[src/pirq_pkg.sv]
// pirq_pkg: shared constants, register map and carrier types
// assumes a 32-bit apb master and a single core clock domain
package pirq_pkg;

    // register indexes; the bus byte address is four times the index
    localparam logic [7:0] IDX_EP_IRQ_EN = 8'ha2;
    localparam logic [7:0] IDX_EP_IRQ_FLAGS = 8'hc0;
    localparam logic [7:0] IDX_IRQ_EN_ZERO = 8'ha8;
    localparam logic [7:0] IDX_USB_IRQ_EN = 8'hb1;
    localparam logic [7:0] IDX_CA_CTRL = 8'hd8;
    localparam logic [7:0] IDX_CA_MODE = 8'hd9;
    localparam logic [7:0] IDX_MOD_MODE = 8'hda;
    localparam logic [7:0] IDX_SER_CTRL = 8'h98;
    localparam logic [7:0] IDX_EP_CTRL0 = 8'he0;
    localparam logic [7:0] IDX_IRQ_STAT = 8'hf0;
    localparam logic [7:0] IDX_IRQ_CLR = 8'hf1;
    localparam logic [7:0] IDX_IRQ_MASK = 8'hf2;

    // field positions
    localparam int GLOBAL_EN_BIT = 7;
    localparam int CA_EN_BIT = 6;
    localparam int SER_EN_BIT = 4;
    localparam int FUNC_EN_BIT = 1;
    localparam int SOF_EN_BIT = 0;
    localparam int SR_EN_BIT = 2;
    localparam int CA_OVF_BIT = 7;
    localparam int OVF_EN_BIT = 0;
    localparam int SER_RX_BIT = 0;
    localparam int SER_TX_BIT = 1;
    localparam int EPC_RX_EN_BIT = 0;
    localparam int EPC_RX_ACC_BIT = 1;
    localparam int EPC_RX_STALL_BIT = 2;
    localparam int EPC_TX_EN_BIT = 3;
    localparam int EPC_TX_ACC_BIT = 4;
    localparam int EPC_TX_STALL_BIT = 5;
    localparam int EPC_ISO_BIT = 6;
    localparam int NUM_MODULES = 5;
    localparam int NUM_EP = 4;

    // status register event bits
    localparam int ST_CA = 0;
    localparam int ST_SER = 1;
    localparam int ST_FUNC = 2;

    localparam logic [7:0] REG_RESET = 8'h00;
    localparam logic [31:0] RD_ZERO = 32'h0000_0000;

    // token kinds from the serial engine
    typedef enum logic [1:0] {PIRQ_TOK_NONE, PIRQ_TOK_SETUP, PIRQ_TOK_OUT, PIRQ_TOK_IN}
        pirq_tok_t;

    // transaction report from the serial engine (one-cycle pulse at end)
    typedef struct packed {
        logic done;
        pirq_tok_t tok;
        logic [1:0] ep;
        logic data_rcvd;
        logic timeout;
        logic seq_err;
        logic tx_loaded;
        logic ack;
    } pirq_usb_evt_t;

    // apb request bundle
    typedef struct packed {
        logic psel;
        logic penable;
        logic pwrite;
        logic [11:0] paddr;
        logic [31:0] pwdata;
    } pirq_apb_req_t;

    // apb answer bundle
    typedef struct packed {
        logic pready;
        logic pslverr;
        logic [31:0] prdata;
    } pirq_apb_rsp_t;

endpackage

[src/pirq_apb.sv]
// pirq_apb: apb slave front end, one wait state, registered answer
// assumes an apb master on core_clk; decodes to byte address = 4 * index
`timescale 1ns/1ns
module pirq_apb (
    // clock and reset
    input wire logic core_clk,
    input wire logic rst_n,
    // bus
    input wire pirq_pkg::pirq_apb_req_t req,
    output pirq_pkg::pirq_apb_rsp_t rsp,
    // register side
    output logic wr_stb,
    output logic rd_stb,
    output logic [7:0] reg_idx,
    output logic [7:0] wr_data,
    output logic idx_ok,
    input wire logic [7:0] rd_data,
    input wire logic rd_hit
);
    typedef struct packed {
        logic pready;
        logic pslverr;
        logic [31:0] prdata;
    } pirq_apb_st_t;

    pirq_apb_st_t st_q;
    pirq_apb_st_t st_d;
    logic access;

    // unaligned or out-of-range addresses answer with pslverr
    assign access = req.psel && req.penable && !st_q.pready;
    assign reg_idx = req.paddr[9:2];
    assign idx_ok = (req.paddr[1:0] == 2'b00) && (req.paddr[11:10] == 2'b00);
    assign wr_stb = access && req.pwrite && idx_ok;
    assign rd_stb = access && !req.pwrite && idx_ok;
    assign wr_data = req.pwdata[7:0];

    always_comb
    begin
        st_d = '0;
        if (access)
        begin
            st_d.pready = 1'b1;
            st_d.pslverr = !(idx_ok && rd_hit);
            st_d.prdata = (!req.pwrite && idx_ok) ? {24'h00_0000, rd_data} : pirq_pkg::RD_ZERO;
        end
    end

    always_ff @(posedge core_clk or negedge rst_n)
    begin
        if (!rst_n)
            st_q <= '0;
        else
            st_q <= st_d;
    end

    assign rsp = st_q;
endmodule // pirq_apb

[src/pirq_sync.sv]
// pirq_sync: two-flop level synchroniser, one per bit
// assumes inputs are quasi-static levels from outside the core domain
`timescale 1ns/1ns
module pirq_sync #(
    parameter int W = 8
) (
    // clock and reset
    input wire logic core_clk,
    input wire logic rst_n,
    // data
    input wire logic [W-1:0] async_in,
    output logic [W-1:0] sync_out
);
    typedef struct packed {
        logic [W-1:0] meta;
        logic [W-1:0] stable;
    } pirq_sync_st_t;

    pirq_sync_st_t st_q;
    pirq_sync_st_t st_d;

    always_comb
    begin
        st_d.meta = async_in;
        st_d.stable = st_q.meta;
    end

    always_ff @(posedge core_clk or negedge rst_n)
    begin
        if (!rst_n)
            st_q <= '0;
        else
            st_q <= st_d;
    end

    assign sync_out = st_q.stable;
endmodule // pirq_sync

[src/pirq_top.sv]
// pirq_top: peripheral interrupt request aggregation with apb register file
// assumes serial engine events on core_clk; raw peripheral flag sets from logic
`timescale 1ns/1ns
module pirq_top (
    // clock and reset
    input wire logic core_clk,
    input wire logic rst_n,
    // apb
    input wire pirq_pkg::pirq_apb_req_t apb_req,
    output pirq_pkg::pirq_apb_rsp_t apb_rsp,
    // peripheral event inputs (one-cycle pulses, core domain)
    input wire logic [4:0] module_event_set,
    input wire logic counter_overflow_set,
    input wire logic rx_complete_set,
    input wire logic tx_complete_set,
    input wire pirq_pkg::pirq_usb_evt_t usb_evt,
    // usb side requests from other blocks, asynchronous levels
    input wire logic sof_pending,
    input wire logic suspend_resume_pending,
    // requests to core interrupt handler
    output logic counter_array_irq,
    output logic serial_irq,
    output logic usb_function_irq,
    output logic usb_sof_irq,
    output logic usb_suspend_irq,
    output logic irq
);
    typedef struct packed {
        logic [7:0] irq_en_zero;
        logic [7:0] usb_irq_en;
        logic [7:0] usb_endpoint_irq_enable;
        logic [7:0] usb_endpoint_irq_flags;
        logic [7:0] ca_ctrl;
        logic ca_mode_ovf_en;
        logic [4:0] module_irq_enable;
        logic [1:0] ser_flags;
        logic [6:0] ep_ctrl_0;
        logic [6:0] ep_ctrl_1;
        logic [6:0] ep_ctrl_2;
        logic [6:0] ep_ctrl_3;
        logic [2:0] stat;
        logic [2:0] stat_mask;
        logic ca_irq;
        logic ser_irq;
        logic func_irq;
        logic sof_irq;
        logic sr_irq;
        logic any_irq;
    } pirq_top_st_t;

    pirq_top_st_t st_q;
    pirq_top_st_t st_d;

    logic wr_stb;
    logic rd_stb;
    logic [7:0] reg_idx;
    logic [7:0] wr_data;
    logic idx_ok;
    logic [7:0] rd_data;
    logic rd_hit;
    logic [1:0] async_sync;
    logic [7:0] ep_set;
    logic [6:0] ep_ctrl [pirq_pkg::NUM_EP];
    logic global_on;
    logic ca_req;
    logic ser_req;
    logic func_req;
    logic [2:0] stat_ev;

    pirq_apb u_apb (
        .core_clk(core_clk),
        .rst_n(rst_n),
        .req(apb_req),
        .rsp(apb_rsp),
        .wr_stb(wr_stb),
        .rd_stb(rd_stb),
        .reg_idx(reg_idx),
        .wr_data(wr_data),
        .idx_ok(idx_ok),
        .rd_data(rd_data),
        .rd_hit(rd_hit)
    );

    // sof and suspend come from other clock-domain logic
    pirq_sync #(.W(2)) u_sync (
        .core_clk(core_clk),
        .rst_n(rst_n),
        .async_in({suspend_resume_pending, sof_pending}),
        .sync_out(async_sync)
    );

    assign ep_ctrl[0] = st_q.ep_ctrl_0;
    assign ep_ctrl[1] = st_q.ep_ctrl_1;
    assign ep_ctrl[2] = st_q.ep_ctrl_2;
    assign ep_ctrl[3] = st_q.ep_ctrl_3;

    // done-flag set conditions per endpoint; bit 2k+1 rx, bit 2k tx
    genvar g;
    generate
        for (g = 0; g < pirq_pkg::NUM_EP; g++)
        begin : g_ep
            logic hit;
            logic rx_ok;
            logic tx_ok;
            assign hit = usb_evt.done && (usb_evt.ep == 2'(g))
                && !ep_ctrl[g][pirq_pkg::EPC_ISO_BIT];
            assign rx_ok = ep_ctrl[g][pirq_pkg::EPC_RX_EN_BIT]
                && ((usb_evt.tok == pirq_pkg::PIRQ_TOK_SETUP)
                || ((usb_evt.tok == pirq_pkg::PIRQ_TOK_OUT)
                && ep_ctrl[g][pirq_pkg::EPC_RX_ACC_BIT]
                && !ep_ctrl[g][pirq_pkg::EPC_RX_STALL_BIT]));
            assign tx_ok = (usb_evt.tok == pirq_pkg::PIRQ_TOK_IN)
                && ep_ctrl[g][pirq_pkg::EPC_TX_EN_BIT]
                && ep_ctrl[g][pirq_pkg::EPC_TX_ACC_BIT]
                && !ep_ctrl[g][pirq_pkg::EPC_TX_STALL_BIT];
            // crc, stuffing and fifo errors are not inputs here on purpose
            assign ep_set[2*g+1] = hit && rx_ok && usb_evt.data_rcvd
                && !usb_evt.timeout && !usb_evt.seq_err;
            assign ep_set[2*g] = hit && tx_ok && usb_evt.tx_loaded
                && (usb_evt.ack || usb_evt.timeout);
        end
    endgenerate

    assign global_on = st_q.irq_en_zero[pirq_pkg::GLOBAL_EN_BIT];
    assign ca_req = st_q.irq_en_zero[pirq_pkg::CA_EN_BIT]
        && (|(st_q.ca_ctrl[4:0] & st_q.module_irq_enable)
        || (st_q.ca_ctrl[pirq_pkg::CA_OVF_BIT] && st_q.ca_mode_ovf_en));
    assign ser_req = st_q.irq_en_zero[pirq_pkg::SER_EN_BIT] && |st_q.ser_flags;
    assign func_req = st_q.usb_irq_en[pirq_pkg::FUNC_EN_BIT]
        && |(st_q.usb_endpoint_irq_flags & st_q.usb_endpoint_irq_enable);
    assign stat_ev = {ep_set != 8'h00, rx_complete_set | tx_complete_set,
        (|module_event_set) | counter_overflow_set};

    // register read mux
    always_comb
    begin
        rd_data = 8'h00;
        rd_hit = 1'b1;
        case (reg_idx)
            pirq_pkg::IDX_IRQ_EN_ZERO: rd_data = st_q.irq_en_zero;
            pirq_pkg::IDX_USB_IRQ_EN: rd_data = {5'b0_0000, st_q.usb_irq_en[2:0]};
            pirq_pkg::IDX_EP_IRQ_EN: rd_data = st_q.usb_endpoint_irq_enable;
            pirq_pkg::IDX_EP_IRQ_FLAGS: rd_data = st_q.usb_endpoint_irq_flags;
            pirq_pkg::IDX_CA_CTRL: rd_data = st_q.ca_ctrl;
            pirq_pkg::IDX_CA_MODE: rd_data = {7'b000_0000, st_q.ca_mode_ovf_en};
            pirq_pkg::IDX_MOD_MODE: rd_data = {3'b000, st_q.module_irq_enable};
            pirq_pkg::IDX_SER_CTRL: rd_data = {6'b00_0000, st_q.ser_flags};
            pirq_pkg::IDX_EP_CTRL0: rd_data = {1'b0, st_q.ep_ctrl_0};
            pirq_pkg::IDX_EP_CTRL0 + 8'h01: rd_data = {1'b0, st_q.ep_ctrl_1};
            pirq_pkg::IDX_EP_CTRL0 + 8'h02: rd_data = {1'b0, st_q.ep_ctrl_2};
            pirq_pkg::IDX_EP_CTRL0 + 8'h03: rd_data = {1'b0, st_q.ep_ctrl_3};
            pirq_pkg::IDX_IRQ_STAT: rd_data = {5'b0_0000, st_q.stat};
            pirq_pkg::IDX_IRQ_CLR: rd_data = 8'h00;
            pirq_pkg::IDX_IRQ_MASK: rd_data = {5'b0_0000, st_q.stat_mask};
            default: rd_hit = 1'b0;
        endcase
    end

    // next state; hardware sets are applied after software writes so set wins
    always_comb
    begin
        st_d = st_q;
        if (wr_stb)
        begin
            case (reg_idx)
                pirq_pkg::IDX_IRQ_EN_ZERO: st_d.irq_en_zero = wr_data;
                pirq_pkg::IDX_USB_IRQ_EN: st_d.usb_irq_en = {5'b0_0000, wr_data[2:0]};
                pirq_pkg::IDX_EP_IRQ_EN: st_d.usb_endpoint_irq_enable = wr_data;
                // software may set or clear flags by writing
                pirq_pkg::IDX_EP_IRQ_FLAGS: st_d.usb_endpoint_irq_flags = wr_data;
                pirq_pkg::IDX_CA_CTRL: st_d.ca_ctrl = wr_data;
                pirq_pkg::IDX_CA_MODE: st_d.ca_mode_ovf_en = wr_data[pirq_pkg::OVF_EN_BIT];
                pirq_pkg::IDX_MOD_MODE: st_d.module_irq_enable = wr_data[4:0];
                pirq_pkg::IDX_SER_CTRL: st_d.ser_flags = wr_data[1:0];
                pirq_pkg::IDX_EP_CTRL0: st_d.ep_ctrl_0 = wr_data[6:0];
                pirq_pkg::IDX_EP_CTRL0 + 8'h01: st_d.ep_ctrl_1 = wr_data[6:0];
                pirq_pkg::IDX_EP_CTRL0 + 8'h02: st_d.ep_ctrl_2 = wr_data[6:0];
                pirq_pkg::IDX_EP_CTRL0 + 8'h03: st_d.ep_ctrl_3 = wr_data[6:0];
                pirq_pkg::IDX_IRQ_CLR: st_d.stat = st_q.stat & ~wr_data[2:0];
                pirq_pkg::IDX_IRQ_MASK: st_d.stat_mask = wr_data[2:0];
                default: st_d.irq_en_zero = st_q.irq_en_zero;
            endcase
        end
        // hardware sets only; no vector acknowledge ever clears a flag
        st_d.ca_ctrl[4:0] = st_d.ca_ctrl[4:0] | module_event_set;
        st_d.ca_ctrl[pirq_pkg::CA_OVF_BIT] = st_d.ca_ctrl[pirq_pkg::CA_OVF_BIT]
            | counter_overflow_set;
        st_d.ser_flags[pirq_pkg::SER_RX_BIT] = st_d.ser_flags[pirq_pkg::SER_RX_BIT]
            | rx_complete_set;
        st_d.ser_flags[pirq_pkg::SER_TX_BIT] = st_d.ser_flags[pirq_pkg::SER_TX_BIT]
            | tx_complete_set;
        st_d.usb_endpoint_irq_flags = st_d.usb_endpoint_irq_flags | ep_set;
        st_d.stat = st_d.stat | stat_ev;
        // outputs registered from current state
        st_d.ca_irq = global_on && ca_req;
        st_d.ser_irq = global_on && ser_req;
        st_d.func_irq = global_on && func_req;
        st_d.sof_irq = global_on && st_q.usb_irq_en[pirq_pkg::SOF_EN_BIT]
            && async_sync[0];
        st_d.sr_irq = global_on && st_q.usb_irq_en[pirq_pkg::SR_EN_BIT] && async_sync[1];
        st_d.any_irq = |(st_q.stat & st_q.stat_mask);
    end

    always_ff @(posedge core_clk or negedge rst_n)
    begin
        if (!rst_n)
            st_q <= '0;
        else
            st_q <= st_d;
    end

    assign counter_array_irq = st_q.ca_irq;
    assign serial_irq = st_q.ser_irq;
    assign usb_function_irq = st_q.func_irq;
    assign usb_sof_irq = st_q.sof_irq;
    assign usb_suspend_irq = st_q.sr_irq;
    assign irq = st_q.any_irq;
endmodule // pirq_top

[config.mk]
export PLATFORM = sky130hd
export DESIGN_NAME = pirq_top
export DESIGN_NICKNAME = d
export VERILOG_FILES = /design/src/pirq_pkg.sv /design/src/pirq_apb.sv /design/src/pirq_sync.sv /design/src/pirq_top.sv
export SDC_FILE = /design/constraint.sdc
export NUM_CORES = 1
export LEC_CHECK = 0
export BUFFER_PORTS_ARGS = -buffer_cell sky130_fd_sc_hd__buf_2
export CORE_MARGIN = 10
export CORE_UTILIZATION = 30
export CTS_CLUSTER_DIAMETER = 150
export DETAILED_ROUTE_END_ITERATION = 8
export PLACE_DENSITY = 0.45
export SLEW_MARGIN = 20
export SYNTH_ARGS = -nofsm -noshare
export SYNTH_HDL_FRONTEND = slang
export SYNTH_SLANG_ARGS = --single-unit
[constraint.sdc]
create_clock -name core_clk -period 4.5 [get_ports core_clk]
set_input_delay 0.225 -clock core_clk [delete_from_list [all_inputs] [get_ports core_clk]]
set_output_delay 0.225 -clock core_clk [all_outputs]
set_load 0.02 [all_outputs]
# [Word level (Yosys, flattened, before mapping)]
# Index checks and enable logic that the tools add are counted.
[totals] mem_bits_rw=0 mem_bits_ro=0 latchBits=0 reg_bits=121 out_inout_bits=40 in_bits=69 mem_count=0 wordCells=198
[classes] div_mod_pow=0 n_reduce_logical=122 n_addsub=0 muxes=16 bitwise=13 n_shift=0 n_eq_ne=21 n_lt_le_gt_ge=0 multipliers=0
[op_table] cell="== test 8 bit (second input constant)" count=15
[op_table] cell="case mux 8 bit (14 select lines)" count=1
[op_table] cell="logical AND 1 bit" count=78
[op_table] cell="two-way mux 58 bit" count=1
[op_table] cell="two-way mux 34 bit" count=1
[op_table] cell="two-way mux 7 bit" count=4
[op_table] cell="two-way mux 8 bit" count=3
[op_table] cell="AND reduction 2 bit" count=11
[op_table] cell="zero test 1 bit" count=17
[op_table] cell="OR reduction 15 bit" count=1
[op_table] cell="OR reduction 5 bit" count=2
[op_table] cell="bitwise AND 8 bit" count=1
[op_table] cell="== test 2 bit (second input constant)" count=4
[op_table] cell="OR 8 bit" count=1
[op_table] cell="nonzero test 8 bit" count=1
[op_table] cell="OR reduction 8 bit" count=1
[op_table] cell="bitwise AND 3 bit" count=2
[op_table] cell="zero test 2 bit" count=3
[op_table] cell="logical OR 1 bit" count=6
[op_table] cell="two-way mux 3 bit" count=2
[op_table] cell="bitwise AND 5 bit" count=1
[op_table] cell="two-way mux 5 bit" count=1
[op_table] cell="OR 1 bit" count=5
[op_table] cell="OR 5 bit" count=1
[op_table] cell="7 further kinds" count=9

# [Longest topological paths before layout]
# Gate-level depths: netlist (run 1).
[depth] depth_word=11 ltp_mapped=8 mapped_depth_nobuf=5

# [Modules after synthesis]
# From an unflattened synthesis (run 1), not the netlist that was laid out.
[hier_totals] cells_unflattened=449 hier_area_um2=5142.4
[by_module_without_submodules] mod="pirq_top" seq_area_each_um2=2077.0 instances=1 area_each_um2=4339.2 cells_per_inst=369
[by_module_without_submodules] mod="pirq_apb" seq_area_each_um2=250.2 instances=1 area_each_um2=703.2 cells_per_inst=76
[by_module_without_submodules] mod="pirq_sync" seq_area_each_um2=100.1 instances=1 area_each_um2=100.1 cells_per_inst=4

# [Worst setup path before layout (run 1)]
# No wires, ideal clock.
[synth_path] kind="register to register" from="register u_apb.st_q, in the netlist u_apb.rsp[33]" to="register st_q, in the netlist ep_ctrl[21]" setup_slack_ns=2.594 required_time_ns=4.372 setup_time_ns=0.128 period_less_slack_ns=1.906 path_buffers=2 t_arrival_ns=1.779 path_stages_with_launch=8 cell_sequence="dfrtp_1 and3b_1 clkbuf_2 nand3_2 inv_2 and3_1 buf_2 mux2_1"
[synth_between] elab_chain_len=5
[synth_lines] element="start, declared" line_no="pirq_apb.sv:26" rtl="pirq_apb_st_t st_q;"
[synth_lines] element="start signal, assigned" line_no="pirq_apb.sv:54" rtl="st_q <= st_d;"
[synth_lines] element="zero test 1 bit" line_no="pirq_apb.sv:31" rtl="assign access = req.psel && req.penable && !st_q.pready;"
[synth_lines] element="logical AND 1 bit" line_no="pirq_apb.sv:31"
[synth_lines] element="via u_apb.access" line_no="pirq_apb.sv:28" rtl="logic access;"
[synth_lines] element="logical AND 1 bit (2 in a row)" line_no="pirq_apb.sv:34" rtl="assign wr_stb = access && req.pwrite && idx_ok;"
[synth_lines] element="AND reduction 2 bit (no line)"
[synth_lines] element="end signal, assigned" line_no="pirq_top.sv:209" rtl="st_q <= st_d;"
[synth_lines] element="end, declared" line_no="pirq_top.sv:51" rtl="pirq_top_st_t st_q;"
# The timed path passes the listed nets, and every way through them passes these cells.
# A chain may end at the register's enable or synchronous reset.

==> metrics.md, run 1 <==
| Metric | Value |
|---|---|
| IO Port Bufs | 60 |
| Layout Area Growth over Synthesis | 12.0% |
| Die X-Extent | around 150 um |
| Overflow after GRT | 0 |
| Commonest cells in the netlist | dfrtp_1 (97), mux2_1 (34), mux2_2 (28), nand2_1 (28), buf_4 (27) |
| Post-DP HPWL | 11.6 mm |
| Most common cell in the synthesized netlist | dfrtp_1 |
| Synth Register Bits | 97 |
| Post-synth top flop | dfrtp_1 |
| Vias in the first global route | 4016 |
| H-Tree Depth | 3 |
| Drt wl/cell | 21.7 um |
| Largest net degree at the start of global routing | 64 |
| Worst hold margin | -0.0418 ns |
| Non-Filler Instances | 713 |
| Final setup vio count | 0 |
| Status | finished with violations |
| Synth top area cells | dfrtp_1 (47%), mux2_1 (7.4%), mux2_2 (6.1%) |
| Starting DRT DRC Count | around 340 |
| Core ar. | 17100 sq um |
| Placer Congestion | slightly below 0.9 |
| Clock Sink Count | 97 |
| FF+latch area | roughly 2400 sq um |
| Final period utilization | 0.533 |
| Initial antenna violation count | 0 |
| Total Power | 1.76 mW |
| Post CTS Setup Buffer Count | 0 |
| Violated checks | hold timing |
| Net count, final | 554 |
| Yosys top cell by area | dfrtp_1 |
| Finished Core Util | 0.339 |
| Yosys top cell area share | 0.468 |
| Ant. Diodes | 0 |
| Post-Route Setup TNS | 0 ns |
| CP Max Fanout | 25 |
| Filler cell count | roughly 1700 |
| Post-synth ARST share | 1.00 |
| Hold Fails Final Rpt | 35 |
| Syn_area_per_cell | 11.9 sq um |
| Slew HR | 0.386 |
| Routed vias | 3791 |
| Seq/Total Area, Yosys | 0.468 |
| RSZ-0062 raised after global routing | false |
| Clk_skew | 0.0109 ns |
| Vias per cell | 5.32 |
| Worst setup SP type | primary input |
| Worst Reg2Reg Path Length in Cells | 5 |
| CP required | 4.74 ns |
| Crit path time final | about 2.4 ns |
| Final slew viol count | 0 |
| Antenna viol nets, final | 0 |
| CP endpoint kind | flip-flop |
| Reg clk slew, reported paths | 0.07 ns |
| Cells after Synth | roughly 440 |
| Cell variety after synth | 75 |
| Critical path class | in -> reg |
| I/O pin cnt | 109 |
| Worst Path Arrival | 2.64 ns |
| CTS tree | done |
| FP Rows | 48 |
| Worst slew pin tran | around 0.9 ns |
| Detailed Route WL | 15.5 mm |
| Max frequency | around 0.42 GHz |
| Max Cap Violations | 0 |
| Chip Height | around 150 um |
| CTS root buffer | clkbuf_16 |
| Power Density | 302 nW/um^2 |
| Peak VDD IR | approximately 0.00019 V |
| Max clock buf depth | 2 |
| Post-synth EDFFs | 0 |
| Ratio of cells with drive above 1 in the final layout | 0.266 |
| TritonCTS buffer count | 9 |
| Synthesized cell area | 5190 sq um |
| Residual DRC count | 0 |
| LEAKAGE | 2.68 nW |
| GRT Overall Usage | 0.137 |
| Initial Util | 0.303 |
| Global-route wire length before repair | 23.8 mm |
| Multi-input gate area | 2460 sq um |
| Yosys warnings | 0 |
| Placed cells | 697 |
| Latest clock arrival within the worst-skew pair | 0.35 ns |
| HP Class | in -> async |
| DRT Pass-1 Iters | 4 |
| Die area | between 20000 and 25000 sq um |
worst max-delay path, stage by stage:
cell and delay, ns:
buf_2 0.31, nor4_2 0.62, nand4b_1 0.28, nor3_2 0.80, nor2b_1 0.10, a211o_1 0.29
sequential cells by signal, summed over array words and instances (netlist names):
| register | cells |
|---|---|
| global_on | 1 |
| usb_function_irq | 1 |
| u_apb.rsp | 10 |
| irq | 1 |
| usb_sof_irq | 1 |
| ep_ctrl | 28 |
| serial_irq | 1 |
| usb_suspend_irq | 1 |
| st_q | 48 |
| u_sync.sync_out | 2 |
| u_sync.st_d | 2 |
| counter_array_irq | 1 |
cells by family (layout without fill, tap and decap cells):
kind of cell	Yosys count	after routing	share of synthesized area
simple gates	131	131	0.167
flops	97	97	0.468
compound gates	80	80	0.134
mux	72	72	0.156
buf+inv	54	84	0.0740
other cells	1	24	0.000723
cell type report:
type,instances,share of cell area
clock buffers,11,0.0401
clock inverters,3,0.00754
inverters,6,0.00388
multi-input cells,307,0.424
flip-flops and latches,97,0.418
well taps,225,0.0485
repair buffers,64,0.0582
layer usage:
layer,share of wire,wire (um),global-route usage
met1,0.44,6830,0.176
met2,0.47,7280,0.223
met3,0.073,1120,0.0374
met4,0.014,218,0.0372
met5,0,0,0
cells in the final DEF, fill, tap and decap left out, types with 4 or more instances in the layout:
master,count
o2111ai_1,5
clkbuf_16,9
dfrtp_1,97
and2_1,5
nor4bb_1,5
nand2_1,28
mux2_2,28
a22o_1,5
and3b_1,4
a221oi_1,4
inv_1,5
nor2_1,10
mux2_1,34
nor4_1,6
a211o_1,14
a222oi_1,5
a21oi_1,4
conb_1,24
a31oi_1,5
mux2i_1,9
buf_2,59
nor2b_1,20
and3_1,5
a22oi_1,12
nand3_1,6
stage by stage:
stage                     setup slack, ns  instance area [sq um]
after global routing                 1.86                   5810
after detailed placement             1.76                   5510
after floorplan                      2.59                   5280
after CTS                            2.12                   5810
final                                2.10                   5810
after global placement               1.73                   5510
path summary, 6_finish.rpt:
path | start | to | slack [ns]
max in group asynchronous | rst_n | st_q[45] | 3.57
setup / recovery | apb_req[35] | st_q[62] | 2.10
hold / removal | rst_n | u_sync.st_d[0] | -0.04
min in group core_clk | module_event_set[0] | st_q[48] | 0.07
setup reg to reg | u_apb.rsp[33] | st_q[62] | 2.21
hold reg to reg | u_sync.st_d[1] | u_sync.sync_out[1] | 0.35
power breakdown:
group,switching [mW],internal (mW)
Sequential,0.00174,0.876
Combinational,0.0974,0.0330
Clock,0.323,0.425
what timing repair did:
action / in CTS / in global routing
hold buffers: 2 / 0
hold endpoints to repair: 2 / 0
gates resized for setup: 0 / 0
No activity file was read; power rests on OpenSTA's default activity.
==> run 2, diff against run 1 <==
--- a/config.mk
+++ b/config.mk
@@ -5,12 +5,13 @@
 export SDC_FILE = /design/constraint.sdc
 export NUM_CORES = 1
 export LEC_CHECK = 0
+export ABC_AREA = 1
 export BUFFER_PORTS_ARGS = -buffer_cell sky130_fd_sc_hd__buf_2
 export CORE_MARGIN = 10
 export CORE_UTILIZATION = 30
 export CTS_CLUSTER_DIAMETER = 150
 export DETAILED_ROUTE_END_ITERATION = 8
-export PLACE_DENSITY = 0.45
+export PLACE_DENSITY = 0.47
 export SLEW_MARGIN = 20
 export SYNTH_ARGS = -nofsm -noshare
 export SYNTH_HDL_FRONTEND = slang
==> constraint.sdc (replaced) <==
create_clock -name core_clk -period 2.2 [get_ports core_clk]
set_input_delay 0.11 -clock core_clk [delete_from_list [all_inputs] [get_ports core_clk]]
set_output_delay 0.11 -clock core_clk [all_outputs]
set_load 0.02 [all_outputs]
==> metrics.md, run 2 <==
| Metric | Value |
|---|---|
| H-Tree Depth | 3 (unchanged) |
| Worst setup SP type | flip-flop |
| Status | finished, final reports clean |
| GRT Overall Usage | 0.143 (+0.00637) |
| DRT Pass-1 Iters | 5 (+1) |
| Most frequent cells in the layout | nand2_1 (236), dfrtp_1 (97), nor2_1 (77), o21ai_0 (73), buf_2 (59) |
| Latest clock arrival within the worst-skew pair | 0.35 ns (about the same) |
| Final period utilization | 0.855 |
| Detailed Route WL | 15.9 mm (+2.8%) |
| HP Class | in -> reg |
| Global-route wire length before repair | 24.8 mm (+3.9%) |
| Core ar. | 16500 sq um (-3.8%) |
| Critical path class | reg -> reg |
| Post-DP HPWL | 12.1 mm (+4.3%) |
| Commonest non-fill, non-tap cell in the layout | nand2_1 |
| Synth Register Bits | 97 (unchanged) |
| Crit path time final | 1.88 ns |
| Vias per cell | 4.72 (-11%) |
| CTS tree | done |
| Synthesized cell area | 4990 sq um (-3.9%) |
| Cell variety after synth | 30 (-60%) |
| Post-CTS sizing | 0 (unchanged) |
| Final setup vio count | 0 (unchanged) |
| CTS root buffer | clkbuf_16 |
| I/O pin cnt | 109 (unchanged) |
| Worst hold margin | 0.0677 ns (+0.109 ns) |
| IO Port Bufs | 60 (unchanged) |
| Final slew viol count | 0 (unchanged) |
| LEAKAGE | 2.85 nW (+6.4%) |
| Drt wl/cell | 16.7 um (-23%) |
| CP Max Fanout | 14 (-44%) |
| Initial antenna violation count | 0 (unchanged) |
| Most common cell in the synthesized netlist | nand2_1 |
| Peak VDD IR | 0.000370 V (+97%) |
| Max reg flops | 48 (unchanged) |
| Post-synth ARST share | 1.00 (unchanged) |
| Power Density | 652 nW/um^2 (+120%) |
| Most flop-heavy register | st_q |
| Overflow after GRT | 0 (unchanged) |
| Crit-path max cell delay | 0.43 ns (-0.37 ns) |
| Post-synth top flop | dfrtp_1 |
| CP required | 2.41 ns (-2.33 ns) |
| Worst slew pin tran | 0.558 ns (-0.358 ns) |
| Post-Route Setup TNS | 0 ns (unchanged) |
| Cells after Synth | 649 (+49%) |
| Largest net degree at the start of global routing | 43 (-33%) |
| Ant. Diodes | 0 (unchanged) |
| Chip Height | 149 um (-1.7%) |
| Clk_skew | 0.00617 ns (-0.00472 ns) |
| Vias in the first global route | 4413 (+9.9%) |
| Max clock buf depth | 2 (unchanged) |
| Critical Path Most Common Cell | nand2_1 |
| Hold Fails Final Rpt | 0 (-100%) |
| Finished Core Util | 0.358 (+0.0188) |
| Synth top area cells | dfrtp_1 (49%), nand2_1 (18%), o21ai_0 (7.3%) |
| Antenna viol nets, final | 0 (unchanged) |
| Yosys top cell by area | dfrtp_1 |
| Worst Path Arrival | 2.09 ns (-0.55 ns) |
| Starting DRT DRC Count | 357 (+5.3%) |
| Initial Util | 0.303 (about the same) |
| Net count, final | 793 (+43%) |
| Routed vias | 4483 (+18%) |
| Clock Sink Count | 97 (unchanged) |
| Layout Area Growth over Synthesis | 18.3% |
| Seq/Total Area, Yosys | 0.487 (+0.0189) |
| FP Rows | 47 (-2.1%) |
| Die X-Extent | 149 um (-1.7%) |
| Slew HR | 0.628 (+0.241) |
| Placer Congestion | 0.920 (+5.2%) |
| Syn_area_per_cell | 7.68 sq um (-36%) |
| Commonest cells in the netlist | nand2_1 (236), dfrtp_1 (97), nor2_1 (77) |
| Post-synth EDFFs | 0 (unchanged) |
| TritonCTS buffer count | 9 (unchanged) |
| Critical path, cell by cell | nor2_1 -> nand2_1 -> nor3_4 -> buf_4 -> nand2_1 -> nand2_1 -> o21ai_0 |
| Ratio of cells with drive above 1 in the final layout | 0.140 (-0.126) |
| Max frequency | 0.532 GHz |
| Die area | 22200 sq um (-3.4%) |
| RSZ-0062 raised after global routing | false |
| Residual DRC count | 0 (unchanged) |
| Total Power | 3.85 mW (+120%) |
| Yosys warnings | 0 (unchanged) |
| Max Cap Violations | 0 (unchanged) |
| Yosys top cell area share | 0.487 (+0.0189) |
| Reg clk slew, reported paths | 0.06 ns (about the same) |
| CP endpoint kind | flip-flop |
| Critical path's slowest cell | nor3_4 |
[run 2: changes by cell type after synthesis, moves of 8 or more]
cell	previous run	this run
nor2_1	10	77
mux2i_1	9	0
mux2_2	28	0
nand3_1	6	25
nand2_1	28	236
o21ai_0	3	73
o211ai_1	0	8
mux2_1	34	0
nor2b_1	20	0
a22oi_1	12	0
a211o_1	14	0
inv_1	5	36
[run 2: repair_timing]
| action | in CTS | in global routing |
|---|---|---|
| setup endpoints to repair | 0 | 0 |
| setup buffers | 0 | 0 |
| hold buffers | 12 | 0 |
| hold endpoints to repair | 37 | 0 |
[run 2: metal layers]
layer / track usage / part of all wire / up-vias
met4: 0.0545 / 0.020 / 0
li1: - / - / 2203
met3: 0.0255 / 0.056 / 21
met1: 0.194 / 0.47 / 2123
met5: 0 / 0 / -
met2: 0.224 / 0.45 / 136
[run 2: cell type report]
class	count	area [sq um]
Tap cell	220	275
Inverter	36	135
Clock buffer	12	267
Multi-Input combinational cell	502	2240
Timing Repair Buffer	78	480
Clock inverter	4	73.8
Fill cell	1759	10600
Sequential cell	97	2430
[run 2: through the flow]
step / cells / instance area [sq um] / setup WS, ns
finish: 949 / 5900 / 0.320
global route: 949 / 5900 / 0.134
CTS: 949 / 5900 / 0.288
detailed placement: 921 / 5440 / 0.307
global placement: 921 / 5440 / 0.294
floorplan: 672 / 5070 / 0.595
[run 2: logic make-up (layout without fill, tap and decap cells)]
family	count (synthesis)	count (layout)	synth area share
AO/OA/AOI/OAI	98	98	0.106
buffers and inverters	73	130	0.0815
flip-flops	97	97	0.487
other	1	24	0.000752
AND/OR/NAND/NOR	380	380	0.325
[run 2: critical path: cells and delay by family, from the launching register on]
family	cells	cell delay, ns
and+or+nand+nor	5	1.06
DFF	1	0.37
buffers and inverters	1	0.22
AOI/OAI and AO/OA	1	0.08
[run 2: final timing paths]
path | startpoint | endpoint | slack [ns] | cells after the start
worst max-delay path | u_apb.rsp[33] | ep_ctrl[0] | 0.32 | 7
worst min-delay path | apb_req[46] | u_apb.rsp[33] | 0.07 | 3
worst max register to register | u_apb.rsp[33] | ep_ctrl[0] | 0.32 | 7
worst min register to register | u_sync.st_d[1] | u_sync.sync_out[1] | 0.36 | 0
max in group asynchronous | rst_n | ep_ctrl[21] | 1.22 | 3
min in group asynchronous | rst_n | st_q[54] | 0.23 | 2
[run 2: report_power, final]
part / switching (mW) / total [mW] / internal (mW) / leakage [nW]
clock: 0.706 / 1.80 / 1.09 / 0.169
combinational: 0.189 / 0.258 / 0.0695 / 1.38
sequential: 0.00288 / 1.79 / 1.79 / 1.29
